$ cat src/shared/uib_defs.vh
// constants for the uart interrupt, break and baud generator block
`ifndef UIB_DEFS_VH
`define UIB_DEFS_VH
// identification codes, bits 5..0
`define UIB_ID_NONE       6'h01
`define UIB_ID_LINE       6'h06
`define UIB_ID_TIMEOUT    6'h0C
`define UIB_ID_RXDATA     6'h04
`define UIB_ID_TXEMPTY    6'h02
`define UIB_ID_MODEM      6'h08
`define UIB_ID_FLOWSTOP   6'h10
`define UIB_ID_PINCHANGE  6'h20
// interrupt enable bit positions
`define UIB_IE_RXDATA     0
`define UIB_IE_TXEMPTY    1
`define UIB_IE_LINE       2
`define UIB_IE_MODEM      3
`define UIB_IE_FLOWSTOP   5
`define UIB_IE_RTS        6
`define UIB_IE_CTS        7
// control bit positions
`define UIB_LINE_BREAK    6
`define UIB_PRESCALE_ON   7
`define UIB_FRAC_X8       7
`define UIB_FRAC_W        6
// timing figures, sized to the arithmetic that uses them
`define UIB_TMO_EXTRA_BITS 6'h0C
`define UIB_TMO_WL_MULT    6'h04
`define UIB_WL_BASE        5'h05
`define UIB_PRESCALE_DIV   4
`define UIB_OVS_X16        16
`define UIB_OVS_X8         8
// reset values
`define UIB_RST_TX         1'b1
`define UIB_RST_LINE_ERR   3'h0
`endif

$ cat src/rtl/uib_baud_gen.v
// fractional baud generator with divide-by-4 prescaler
`timescale 1ns/1ns
`include "uib_defs.vh"
module uib_baud_gen #(
  parameter DIV_W = 16
) (
  input  wire             clk,
  input  wire             rst_sync_n,
  input  wire [DIV_W-1:0] divisor,
  input  wire [5:0]       fraction,
  input  wire             prescale_on,
  output reg              baud_tick
);
  reg  [1:0]       pre_cnt;
  reg  [DIV_W-1:0] div_cnt;
  reg  [5:0]       frac_acc;
  reg              stretch;
  wire             pre_tick;
  wire [DIV_W:0]   period_end;
  wire [6:0]       frac_sum;

  // prescaler passes every clock or every fourth one
  assign pre_tick   = prescale_on ? (pre_cnt == 2'h3) : 1'b1; // see (RULE17)
  // a carry out of the fraction stretches the next period by one
  assign period_end = {1'b0, divisor} + {{DIV_W{1'b0}}, stretch} - {{DIV_W{1'b0}}, 1'b1}; // see (RULE15)
  assign frac_sum   = {1'b0, frac_acc} + {1'b0, fraction};

  always @(posedge clk or negedge rst_sync_n) begin
    if (!rst_sync_n) begin
      pre_cnt   <= 2'h0;
      div_cnt   <= {DIV_W{1'b0}};
      frac_acc  <= 6'h00;
      stretch   <= 1'b0;
      baud_tick <= 1'b0;
    end else begin
      pre_cnt   <= prescale_on ? pre_cnt + 2'h1 : 2'h0;
      baud_tick <= 1'b0;
      // zero divisor: no tick at all, the uart sits idle
      if (divisor == {DIV_W{1'b0}}) begin // see (RULE18)
        div_cnt  <= {DIV_W{1'b0}};
        frac_acc <= 6'h00;
        stretch  <= 1'b0;
      end else if (pre_tick) begin
        if ({1'b0, div_cnt} >= period_end) begin
          div_cnt   <= {DIV_W{1'b0}};
          baud_tick <= 1'b1;
          frac_acc  <= frac_sum[5:0];
          stretch   <= frac_sum[6];
        end else begin
          div_cnt <= div_cnt + {{(DIV_W-1){1'b0}}, 1'b1};
        end
      end
    end
  end
endmodule

$ cat src/rtl/uib_rx_timeout.v
// receive timeout detector counting idle bit times on the receive line
`timescale 1ns/1ns
`include "uib_defs.vh"
module uib_rx_timeout #(
  parameter CNT_W = 10
) (
  input  wire       clk,
  input  wire       rst_sync_n,
  input  wire       baud_tick,
  input  wire       oversample_x8,
  input  wire [1:0] word_len_sel,
  input  wire       rx_line,
  input  wire       rx_fifo_empty,
  input  wire       rx_pop,
  output reg        timeout_pulse
);
  reg  [CNT_W-1:0] idle_cnt;
  reg              fired;
  wire [4:0]       word_len;
  wire [5:0]       limit_bits;
  wire [CNT_W-1:0] limit_ticks;

  assign word_len    = `UIB_WL_BASE + {3'h0, word_len_sel};
  // 4 x word length + 12 bit periods, at most 44, fits six bits
  assign limit_bits  = (`UIB_TMO_WL_MULT * {1'b0, word_len}) + `UIB_TMO_EXTRA_BITS; // see (RULE13)
  assign limit_ticks = oversample_x8 ? {1'b0, limit_bits, 3'h0} : {limit_bits, 4'h0};

  // restart on any low level, on an empty fifo or on a read
  always @(posedge clk or negedge rst_sync_n) begin
    if (!rst_sync_n) begin
      idle_cnt      <= {CNT_W{1'b0}};
      fired         <= 1'b0;
      timeout_pulse <= 1'b0;
    end else begin
      timeout_pulse <= 1'b0;
      if (!rx_line || rx_fifo_empty || rx_pop) begin
        idle_cnt <= {CNT_W{1'b0}};
        fired    <= 1'b0;
      end else if (baud_tick && !fired) begin
        if (idle_cnt == limit_ticks - {{(CNT_W-1){1'b0}}, 1'b1}) begin
          timeout_pulse <= 1'b1; // see (RULE13)
          fired         <= 1'b1;
        end else begin
          idle_cnt <= idle_cnt + {{(CNT_W-1){1'b0}}, 1'b1};
        end
      end
    end
  end
endmodule

$ cat src/rtl/uib_irq_top.v
// uart interrupt prioritiser, break control and baud clock top
// How it works
// (RULE1) per-source enables; clearing all silences interrupts
// (RULE2) ident shows pending flag and six-bit code
// (RULE3) line errors give code 000110, top priority
// (RULE4) receive timeout code 001100, cleared by read
// (RULE5) receive data code 000100, cleared by read
// (RULE6) transmit empty code 000010, ident/write clear
// (RULE7) flow stop code 010000, resume or ident clear
// (RULE8) pin inactive edge code 100000, ident clear
// (RULE9) error summary set while errored entries remain
// (RULE10) head entry error flags, zero when empty
// (RULE11) any low enable bit selects interrupt mode
// (RULE12) host polls line status when enables zero
// (RULE13) timeout after 4 x word length + 12 bits
// (RULE14) break control bit forces transmit output low
// (RULE15) divisor 1..65535 with 1/64 fraction steps
// (RULE16) fraction bit 7 picks 8x, else 16x
// (RULE17) modem control bit 7 adds divide-by-4
// (RULE18) zero divisor yields no baud clock
// (RULE19) one generator clocks transmitter and receiver
// (RULE20) flow stop interrupt needs enable bit 5
// (RULE21) ident shows highest enabled pending source
// (RULE22) modem change bits give priority 4 interrupt
`timescale 1ns/1ns
`include "uib_defs.vh"
module uib_irq_top #(
  parameter ERR_CNT_W = 8
) (
  input  wire       clk,
  input  wire       rst_n,
  input  wire [7:0] interrupt_enable_reg,
  input  wire [7:0] line_control_reg,
  input  wire [7:0] modem_control_reg,
  input  wire [7:0] divisor_low_byte,
  input  wire [7:0] divisor_high_byte,
  input  wire [7:0] divisor_fraction_reg,
  input  wire       fifo_enable,
  input  wire       rd_ident,
  input  wire       rd_line_status,
  input  wire       rd_modem_status,
  input  wire       rd_rx_holding,
  input  wire       wr_tx_holding,
  input  wire       rx_data_ready,
  input  wire       rx_fifo_above_trig,
  input  wire       rx_fifo_empty,
  input  wire       rx_push,
  input  wire       rx_push_err,
  input  wire       rx_pop_err,
  input  wire       framing_flag,
  input  wire       parity_flag,
  input  wire       break_flag,
  input  wire       overrun_event,
  input  wire       tx_holding_empty,
  input  wire       tx_fifo_above_trig,
  input  wire [3:0] modem_delta,
  input  wire       xoff_detect,
  input  wire       special_detect,
  input  wire       xon_detect,
  input  wire       rts_pin,
  input  wire       cts_pin,
  input  wire       rx_line,
  input  wire       tx_serial,
  output reg        int_out,
  output reg  [5:0] interrupt_ident_reg,
  output reg        interrupt_mode,
  output reg  [3:0] modem_status_reg,
  output reg        line_err_summary,
  output reg  [2:0] line_status_err,
  output reg        line_overrun,
  output reg        tx_out,
  output reg        sample_tick,
  output reg        oversample_x8
);
  reg                 rst_meta_n;
  reg                 rst_sync_n;
  reg [ERR_CNT_W-1:0] err_cnt;
  reg                 tmo_pend;
  reg                 tx_pend;
  reg                 xoff_pend;
  reg                 special_pend;
  reg                 rts_pend;
  reg                 cts_pend;
  reg                 tx_src_prev;
  reg                 rts_prev;
  reg                 cts_prev;
  reg [5:0]           next_ident;
  reg                 next_int;
  wire                baud_tick;
  wire                tmo_pulse;
  wire                rx_pop;
  wire                tx_src;
  wire                rx_src;
  wire                line_src;
  wire                err_up;
  wire                err_down;
  wire [7:0]          ie;

  // reset released through two flops, asserted at once
  always @(posedge clk or negedge rst_n) begin
    if (!rst_n) begin
      rst_meta_n <= 1'b0;
      rst_sync_n <= 1'b0;
    end else begin
      rst_meta_n <= 1'b1;
      rst_sync_n <= rst_meta_n;
    end
  end

  assign ie     = interrupt_enable_reg;
  assign rx_pop = rd_rx_holding & ~rx_fifo_empty;

  // one generator serves both directions of the link
  uib_baud_gen #(
    .DIV_W(16)
  ) u_baud (
    .clk        (clk),
    .rst_sync_n (rst_sync_n),
    .divisor    ({divisor_high_byte, divisor_low_byte}), // see (RULE15)
    .fraction   (divisor_fraction_reg[`UIB_FRAC_W-1:0]),
    .prescale_on(modem_control_reg[`UIB_PRESCALE_ON]), // see (RULE17)
    .baud_tick  (baud_tick)
  );

  uib_rx_timeout #(
    .CNT_W(10)
  ) u_tmo (
    .clk          (clk),
    .rst_sync_n   (rst_sync_n),
    .baud_tick    (baud_tick),
    .oversample_x8(divisor_fraction_reg[`UIB_FRAC_X8]),
    .word_len_sel (line_control_reg[1:0]),
    .rx_line      (rx_line),
    .rx_fifo_empty(rx_fifo_empty),
    .rx_pop       (rx_pop),
    .timeout_pulse(tmo_pulse)
  );

  // sampling tick and rate select shared by tx and rx
  always @(posedge clk or negedge rst_sync_n) begin
    if (!rst_sync_n) begin
      sample_tick   <= 1'b0;
      oversample_x8 <= 1'b0;
    end else begin
      sample_tick   <= baud_tick; // see (RULE19)
      oversample_x8 <= divisor_fraction_reg[`UIB_FRAC_X8]; // see (RULE16)
    end
  end

  // break overrides whatever the transmitter shifts out
  always @(posedge clk or negedge rst_sync_n) begin
    if (!rst_sync_n) begin
      tx_out <= `UIB_RST_TX;
    end else begin
      tx_out <= line_control_reg[`UIB_LINE_BREAK] ? 1'b0 : tx_serial; // see (RULE14)
    end
  end

  // count of errored entries; push and pop in one cycle cancel
  assign err_up   = rx_push & rx_push_err;
  assign err_down = rx_pop & rx_pop_err & (err_cnt != {ERR_CNT_W{1'b0}});
  always @(posedge clk or negedge rst_sync_n) begin
    if (!rst_sync_n) begin
      err_cnt          <= {ERR_CNT_W{1'b0}};
      line_err_summary <= 1'b0;
      line_status_err  <= `UIB_RST_LINE_ERR;
    end else begin
      if (err_up && !err_down) begin
        err_cnt <= err_cnt + {{(ERR_CNT_W-1){1'b0}}, 1'b1};
      end else if (err_down && !err_up) begin
        err_cnt <= err_cnt - {{(ERR_CNT_W-1){1'b0}}, 1'b1};
      end
      // summary follows the count so it drops only at zero
      line_err_summary <= (err_cnt != {ERR_CNT_W{1'b0}}) || err_up; // see (RULE9)
      // head flags, forced to zero when nothing is held
      line_status_err  <= rx_fifo_empty ? 3'h0 : {break_flag, framing_flag, parity_flag}; // see (RULE10)
    end
  end

  // sticky flags: a set in the clearing cycle wins
  always @(posedge clk or negedge rst_sync_n) begin
    if (!rst_sync_n) begin
      line_overrun     <= 1'b0;
      tmo_pend         <= 1'b0;
      tx_pend          <= 1'b0;
      xoff_pend        <= 1'b0;
      special_pend     <= 1'b0;
      rts_pend         <= 1'b0;
      cts_pend         <= 1'b0;
      modem_status_reg <= 4'h0;
      tx_src_prev      <= 1'b0;
      rts_prev         <= 1'b1; // pins idle high: no false edge after reset
      cts_prev         <= 1'b1;
    end else begin
      tx_src_prev <= tx_src;
      rts_prev    <= rts_pin;
      cts_prev    <= cts_pin;
      line_overrun     <= overrun_event | (line_overrun & ~rd_line_status); // see (RULE3)
      tmo_pend         <= tmo_pulse | (tmo_pend & ~rd_rx_holding); // see (RULE4)
      // cleared by a holding write or an ident read that reports it
      tx_pend          <= (tx_src & ~tx_src_prev) |
                          (tx_pend & ~wr_tx_holding &
                           ~(rd_ident && interrupt_ident_reg == `UIB_ID_TXEMPTY)); // see (RULE6)
      xoff_pend        <= xoff_detect | (xoff_pend & ~xon_detect); // see (RULE7)
      special_pend     <= special_detect | (special_pend & ~rd_ident); // see (RULE7)
      // rising edge of a pin: active low to inactive high
      rts_pend         <= (rts_pin & ~rts_prev) | (rts_pend & ~rd_ident); // see (RULE8)
      cts_pend         <= (cts_pin & ~cts_prev) | (cts_pend & ~rd_ident); // see (RULE8)
      modem_status_reg <= modem_delta | (modem_status_reg & {4{~rd_modem_status}}); // see (RULE22)
    end
  end

  // tx and rx level sources depend on fifo mode
  assign tx_src   = fifo_enable ? tx_fifo_above_trig : tx_holding_empty; // see (RULE6)
  assign rx_src   = fifo_enable ? rx_fifo_above_trig : rx_data_ready; // see (RULE5)
  assign line_src = line_overrun | line_err_summary; // see (RULE3)

  // priority encoder over enabled sources, highest first
  always @* begin
    next_ident = `UIB_ID_NONE; // see (RULE2)
    next_int   = 1'b1;
    if (line_src && ie[`UIB_IE_LINE]) begin
      next_ident = `UIB_ID_LINE; // see (RULE3)
    end else if (tmo_pend && ie[`UIB_IE_RXDATA]) begin
      next_ident = `UIB_ID_TIMEOUT; // see (RULE4)
    end else if (rx_src && ie[`UIB_IE_RXDATA]) begin
      next_ident = `UIB_ID_RXDATA; // see (RULE5)
    end else if (tx_pend && ie[`UIB_IE_TXEMPTY]) begin
      next_ident = `UIB_ID_TXEMPTY; // see (RULE6)
    end else if ((modem_status_reg != 4'h0) && ie[`UIB_IE_MODEM]) begin
      next_ident = `UIB_ID_MODEM; // see (RULE22)
    end else if ((xoff_pend || special_pend) && ie[`UIB_IE_FLOWSTOP]) begin
      next_ident = `UIB_ID_FLOWSTOP; // see (RULE20)
    end else if ((rts_pend && ie[`UIB_IE_RTS]) || (cts_pend && ie[`UIB_IE_CTS])) begin
      next_ident = `UIB_ID_PINCHANGE; // see (RULE8)
    end else begin
      next_int = 1'b0; // see (RULE1)
    end
  end

  // registered outputs; bit 0 of ident low means pending
  always @(posedge clk or negedge rst_sync_n) begin
    if (!rst_sync_n) begin
      interrupt_ident_reg <= `UIB_ID_NONE;
      int_out             <= 1'b0;
      interrupt_mode      <= 1'b0;
    end else begin
      interrupt_ident_reg <= next_ident; // see (RULE21)
      int_out             <= next_int; // see (RULE21)
      // polled mode when all four low enables are clear
      interrupt_mode      <= |ie[3:0]; // see (RULE11)
    end
  end
endmodule

$ cat config.mk
export PLATFORM = sky130hd
export DESIGN_NAME = uib_irq_top
export DESIGN_NICKNAME = d
export VERILOG_FILES = /design/src/rtl/uib_baud_gen.v /design/src/rtl/uib_rx_timeout.v /design/src/rtl/uib_irq_top.v
export VERILOG_INCLUDE_DIRS = /design/src /design/src/shared
export SDC_FILE = /design/constraint.sdc
export NUM_CORES = 1
export LEC_CHECK = 0
export BUFFER_PORTS_ARGS = -buffer_cell sky130_fd_sc_hd__buf_2
export CAP_MARGIN = 40
export CELL_PAD_IN_SITES_DETAIL_PLACEMENT = 0
export CELL_PAD_IN_SITES_GLOBAL_PLACEMENT = 1
export CORE_MARGIN = 1
export CORE_UTILIZATION = 45
export DETAILED_ROUTE_END_ITERATION = 10
export HOLD_SLACK_MARGIN = 0.15
export PLACE_DENSITY = 0.89
export SLEW_MARGIN = 10
export SYNTH_ARGS = -nofsm -noshare
export SYNTH_HDL_FRONTEND = slang
export SYNTH_SLANG_ARGS = --single-unit
$ cat constraint.sdc
create_clock -name clk -period 4.3 [get_ports clk]
set_input_delay 0.215 -clock clk [delete_from_list [all_inputs] [get_ports clk]]
set_output_delay 0.215 -clock clk [all_outputs]
set_load 0.02 [all_outputs]
# After elaboration in Yosys (flattened, before gate mapping)

Index checks and enable logic that the tools add are counted.

$add $sub $neg: 11
$lt $le $gt $ge: 1
Equal/unequal tests: 4
Mux-type cells: 44
Bitwise logic cells: 36
Reduce and logical (&&, ||, !) cells: 33

Operators by type and width:

| cell                                                | count |
|---|---|
| two-way mux 6 bit                                   | 10 |
| two-way mux 16 bit                                  | 3 |
| two-way mux 10 bit                                  | 4 |
| two-way mux 1 bit                                   | 23 |
| adder 16 x 1 -> 17 bit                              | 1 |
| >= comparator 16 x 17 -> 1 bit                      | 1 |
| subtractor 17 x 1 -> 17 bit (second input constant) | 1 |
| adder 16 x 1 -> 16 bit (second input constant)      | 1 |
| zero test 16 bit                                    | 1 |
| two-way mux 8 bit                                   | 2 |
| AND 1 bit                                           | 15 |
| logical AND 1 bit                                   | 12 |
| NOT 1 bit                                           | 11 |
| adder 10 x 1 -> 10 bit (second input constant)      | 1 |
| == test 10 bit                                      | 1 |
| nonzero test 2 bit                                  | 5 |
| subtractor 10 x 1 -> 10 bit (second input constant) | 1 |
| adder 8 x 1 -> 8 bit (second input constant)        | 1 |
| OR 1 bit                                            | 8 |
| nonzero test 8 bit                                  | 1 |
| subtractor 8 x 1 -> 8 bit (second input constant)   | 1 |
| adder 6 x 6 -> 7 bit                                | 1 |
| adder 6 x 4 -> 6 bit (second input constant)        | 1 |
| == test 6 x 2 -> 1 bit (second input constant)      | 1 |
| 13 further kinds                                    | 22 |

Flip-flop bits (word level): 77
Input port bits: 79

# Depth between registers and ports, before layout

Depth in word-level cells: 9
Depth in mapped cells: 14
Mapped depth without buffers: 13

# By module

Synthesis repeated with hierarchy kept, for this count alone.

Cell total of the unflattened synthesis: 497
Area, all modules: 4,774.6 µm²

By module, submodules not included:

| module         | instances | cells an instance | area each (µm²) | sequential area each (µm²) |
|---|---|---|---|---|
| uib_baud_gen   | 1         | 243               | 2,185.8         | 650.6 |
| uib_irq_top    | 1         | 152               | 1,732.9         | 980.9 |
| uib_rx_timeout | 1         | 102               | 855.8           | 300.3 |

# Worst setup path after synthesis

No wires, ideal clock.

Path kind: input to register
Start: input port divisor_low_byte[5]
End: register u_baud.frac_acc[2]
Library setup time: 0.079 ns
Arrival time: 2.943 ns
Required time: 4.221 ns
Slack: 1.278 ns
Stages: 13
Path through: nor4_4 -> nand3_1 -> or4_1 -> nor3_1 -> xnor2_1 -> ha_1 -> o21ai_0 -> nor2_1 -> a311o_1 -> a21oi_4 -> a21o_1 -> buf_2 -> mux2i_1

Word-level cells in the longest chain between the ends: 5

RTL lines:

| element                              | RTL line          | source |
|---|---|---|
| start, declared                      | uib_irq_top.v:35  | `input wire [7:0] divisor_low_byte,` |
| adder 16 x 1 -> 17 bit               | uib_baud_gen.v:25 | `assign period_end = {1'b0, divisor} + {{DIV_W{1'b0}}, stretch} - {{DIV_W{1'b0}}, 1'b1};` |
| subtractor 17 x 1 -> 17 bit          | uib_baud_gen.v:25 |  |
| >= comparator 16 x 17 -> 1 bit       | uib_baud_gen.v:44 | `if ({1'b0, div_cnt} >= period_end) begin` |
| nonzero test 2 bit (no source line)  | --                |  |
| AND reduction 2 bit (no source line) | --                |  |
| end signal, assigned                 | uib_baud_gen.v:47 | `frac_acc <= frac_sum[5:0];` |
| end, declared                        | uib_baud_gen.v:16 | `reg [5:0] frac_acc;` |

Several ways; a longest one is shown, not always the timed one.
A chain may end at the register's enable or synchronous reset.

# Worst setup path after layout

Start: register u_baud.stretch
End: register u_baud.div_cnt[12]

Word-level cells in the longest chain between the ends: 6

RTL lines:

| element                        | RTL line          | source |
|---|---|---|
| start, declared                | uib_baud_gen.v:17 | `reg stretch;` |
| start signal, assigned         | uib_baud_gen.v:48 | `stretch <= frac_sum[6];` |
| adder 16 x 1 -> 17 bit         | uib_baud_gen.v:25 |  |
| subtractor 17 x 1 -> 17 bit    | uib_baud_gen.v:25 |  |
| >= comparator 16 x 17 -> 1 bit | uib_baud_gen.v:44 |  |
| two-way mux 16 bit             | uib_baud_gen.v:44 |  |
| two-way mux 16 bit             | uib_baud_gen.v:43 | `end else if (pre_tick) begin` |
| two-way mux 16 bit             | uib_baud_gen.v:39 | `if (divisor == {DIV_W{1'b0}}) begin` |
| end signal, assigned           | uib_baud_gen.v:40 | `div_cnt <= {DIV_W{1'b0}};` |
| end signal, assigned           | uib_baud_gen.v:45 | `div_cnt <= {DIV_W{1'b0}};` |
| end signal, assigned           | uib_baud_gen.v:50 | `div_cnt <= div_cnt + {{(DIV_W-1){1'b0}}, 1'b1};` |
| end, declared                  | uib_baud_gen.v:15 | `reg [DIV_W-1:0] div_cnt;` |

No other way between the ends. The select of a mux whose other input is x is not followed.

==> impl_metrics.env <==
export IMPL_status="completed"
export IMPL_num_antenna_cells=0
export IMPL_antenna_found_initial=0
export IMPL_crit_top_cell="ha_1"
export IMPL_leakage_nw=2.706
export IMPL_yosys_area_share_simple_pct=24.09
export IMPL_instances_no_fill=768
export IMPL_synth_area_mux_share_pct=2.340
export IMPL_fin_setup_tns_ps=0
export IMPL_total_power_mw=2.550
export IMPL_first_pass_iters=5
export IMPL_grt_overflow_total=0
export IMPL_syn_to_final_growth_pct=21.27
export IMPL_period_share_pct=81.21
export IMPL_nets=744
export IMPL_cts_root_buffer="clkbuf_8"
export IMPL_synth_area_per_cell_um2=9.412
export IMPL_grt_pass1_wl_mm=18.90
export IMPL_cts_clk_slew_worst_paths_ps=90
export IMPL_reg_largest_list="u_baud.div_cnt x16, u_tmo.idle_cnt x10, err_cnt x8"
export IMPL_grt_max_degree=61
export IMPL_relSlewSlack_pct=46.00
export IMPL_synth_yosys_warnings=0
export IMPL_antenna_left=0
export IMPL_synth_edf_count=0
export IMPL_synth_compound_area_share_pct=14.76
export IMPL_drt_vias_per_instance=5.512
export IMPL_synthAdderAreaFrac_pct=10.08
export IMPL_synth_top_area_share_pct=37.54
export IMPL_cp_end_kind="flop"
export IMPL_cap_violations=0
export IMPL_cp_data_required_time_ps=4550
export IMPL_slowest_stage="or4_1"
export IMPL_yosysSeqAreaShare_pct=39.70
export IMPL_syn_inst=517
export IMPL_core_area_um2=10420
export IMPL_setup_viol=0
export IMPL_n_fill_cell=924
export IMPL_largest_reg_flops=16
export IMPL_drive_above_1_share_pct=20.25
export IMPL_cp_slowest_stage_delay_ps=490
export IMPL_critPathLaunchType="flop"
export IMPL_start_util_pct=46.71
export IMPL_ys_types=64
export IMPL_rows=37
export IMPL_cp_arrival_ps=3750
export IMPL_die_w_um=106.0
export IMPL_cts_resized_gates=0
export IMPL_power_density_nw_per_um2=432.2
export IMPL_utilization_pct=56.65
export IMPL_io_buffers=84
export IMPL_synth_xor_area_share_pct=4.860
export IMPL_finalHoldViolations=0
export IMPL_synth_ff_type="dfrtp_1"
export IMPL_grt_setup_unrepaired="no"
export IMPL_clockBufferDepth=2
export IMPL_yosysMostFrequentCell="dfrtp_1"
export IMPL_clock_sinks=77
export IMPL_drv_slew=0
export IMPL_drc=0
export IMPL_hp_class="in -> reg"
export IMPL_fin_crit_ps=3492
export IMPL_drt_iter0_drc=311
export IMPL_worstMarginPinSlew_ps=807.8
export IMPL_gr_usage_all_layers_pct=20.71
export IMPL_pin_count=99
export IMPL_timing_clock_skew_ps=13.46
export IMPL_vias=4233
export IMPL_synth_common_cells="73 x dfrtp_1, 55 x nand2_1, 36 x ha_1"
export IMPL_gp_congestion=0.8011
export IMPL_post_drt_wl_per_cell_um=14.23
export IMPL_cts_htree_levels=3
export IMPL_grt_pass1_vias=4264
export IMPL_async_flop_share_pct=100.0
export IMPL_path_cells="inv_1, ha_1, nand3_1, or4_1, nor3_1, xnor2_1, ha_1, o21ai_0, nor2_1, a311o_1, a21oi_4, buf_4, nand4_1, a31oi_1"
export IMPL_finalWirelength_mm=10.93
export IMPL_fmax_mhz=286.4
export IMPL_multiInputGateArea_um2=2748
export IMPL_synth_top_family_by_area="simple AND/OR/NAND/NOR gates"
export IMPL_largest_register="u_baud.div_cnt"
export IMPL_cts_buffers=9
export IMPL_ys_ff_latch=77
export IMPL_cts_tree="built"
export IMPL_synthTopCellsByArea="dfrtp_1 38%, ha_1 9.3%, nand2_1 4.2%, nand3_1 3.2%, xnor2_1 2.9%"
export IMPL_syn_area_um2=4866
export IMPL_worstSkewPairLatency_ps=350
export IMPL_regArea_um2=1936
export IMPL_ir_drop_mv=0.2737
export IMPL_die_height_um=106.0
export IMPL_critPathKind="reg -> reg"
export IMPL_syn_nets=634
export IMPL_dp_hpwl_mm=7.763
export IMPL_dp_cells=725
export IMPL_dieArea_um2=11230
export IMPL_critPathMaxFanout=19
export IMPL_yosys_area_top_type="dfrtp_1"
==> where the power goes <==
group	switching [mW]	leakage, nW	internal (mW)	total, mW
clock	0.287	0.0895	0.273	0.559
sequential	0.165	0.941	0.876	1.04
combinational	0.501	1.67	0.449	0.950
total	0.953	2.71	1.60	2.55
==> repair_timing <==
item | in CTS | in global routing
buffers inserted | 0 | 0
hold buffers | 27 | 0
endpoints found under the hold margin | 23 | 0
==> cell usage in the layout, fill, tap and decap left out, drive strengths merged, types with 4 or more instances in the layout <==
| cell type | netlist | layout |
|---|---|---|
| a21oi | 23 | 23 |
| mux2i | 8 | 8 |
| a31oi | 7 | 7 |
| and3 | 8 | 8 |
| clkbuf | 6 | 10 |
| nor2 | 27 | 27 |
| nand4 | 22 | 22 |
| nand2 | 55 | 55 |
| or4 | 5 | 5 |
| a21o | 14 | 14 |
| dlygate4sd3 | 0 | 27 |
| or3 | 7 | 7 |
| nand2b | 6 | 6 |
| ha | 36 | 36 |
| xor2 | 11 | 11 |
| and2 | 8 | 8 |
| dfstp | 4 | 4 |
| inv | 26 | 28 |
| buf | 11 | 89 |
| a22oi | 4 | 4 |
| dfrtp | 73 | 73 |
| nor4 | 12 | 12 |
| xnor2 | 16 | 16 |
| nand3 | 31 | 31 |
| o211ai | 10 | 10 |
| nor2b | 12 | 12 |
| nor3 | 10 | 10 |
| o21ai | 23 | 23 |
==> cell families after synthesis <==
family / Yosys count
DFF: 77
AOI/OAI and AO/OA: 103
other: 1
adders and majority gates: 38
buffers and inverters: 43
and+or+nand+nor: 217
xor gates and xnor gates: 27
muxes: 11
==> through the flow <==
stage / worst slack [ps] / hold slack (ps) / instance area (µm²)
3_3_place_gp: 800.5 / -0.2834 / 5394
2_1_floorplan: 1278 / -80.59 / 4866
4_1_cts: 812.1 / 155.4 / 5901
3_5_place_dp: 715.2 / 3.404 / 5433
5_1_grt: 568.9 / 161.3 / 5901
6_report: 807.9 / 160.6 / 5901
==> layout make-up <==
class,count,area share [%]
inverters,26,1.654
clock buffers,10,2.163
flip-flops and latches,77,32.80
clock inverters,6,1.187
repair buffers,116,12.74
well taps,136,2.884
multi-input cells,397,46.56
==> routing by layer <==
layer  part of all wire, %  track usage, %
met1                    44           25.34
met2                    50           37.30
met3                   5.2           3.985
met4                  0.85           5.258
met5                     0               0
==> worst max-delay path: cells and delay by family, from the launching register on <==
family                   cells  cell delay (ps)
AND/OR/NAND/NOR              5             1040
AO/OA/AOI/OAI                4             1000
adder cells (fa/ha/maj)      2              470
buffers and inverters        2              370
flip-flops                   1              360
XOR/XNOR                     1              160
==> path summary, 6_finish.rpt <==
check | endpoint | from | cells past startpoint | slack (ps)
max in group asynchronous | cts_prev | rst_sync_n | 1 | 3470
worst max-delay path | u_baud.div_cnt[12] | u_baud.stretch | 14 | 810
min in group asynchronous | rst_sync_n | rst_n | 2 | 180
worst min register to register | u_baud.div_cnt[14] | rst_sync_n | 0 | 200
worst max register to register | u_baud.div_cnt[12] | u_baud.stretch | 14 | 810
worst min-delay path | tx_pend | wr_tx_holding | 3 | 160
Note: power is estimated with default switching activity, not from simulation.
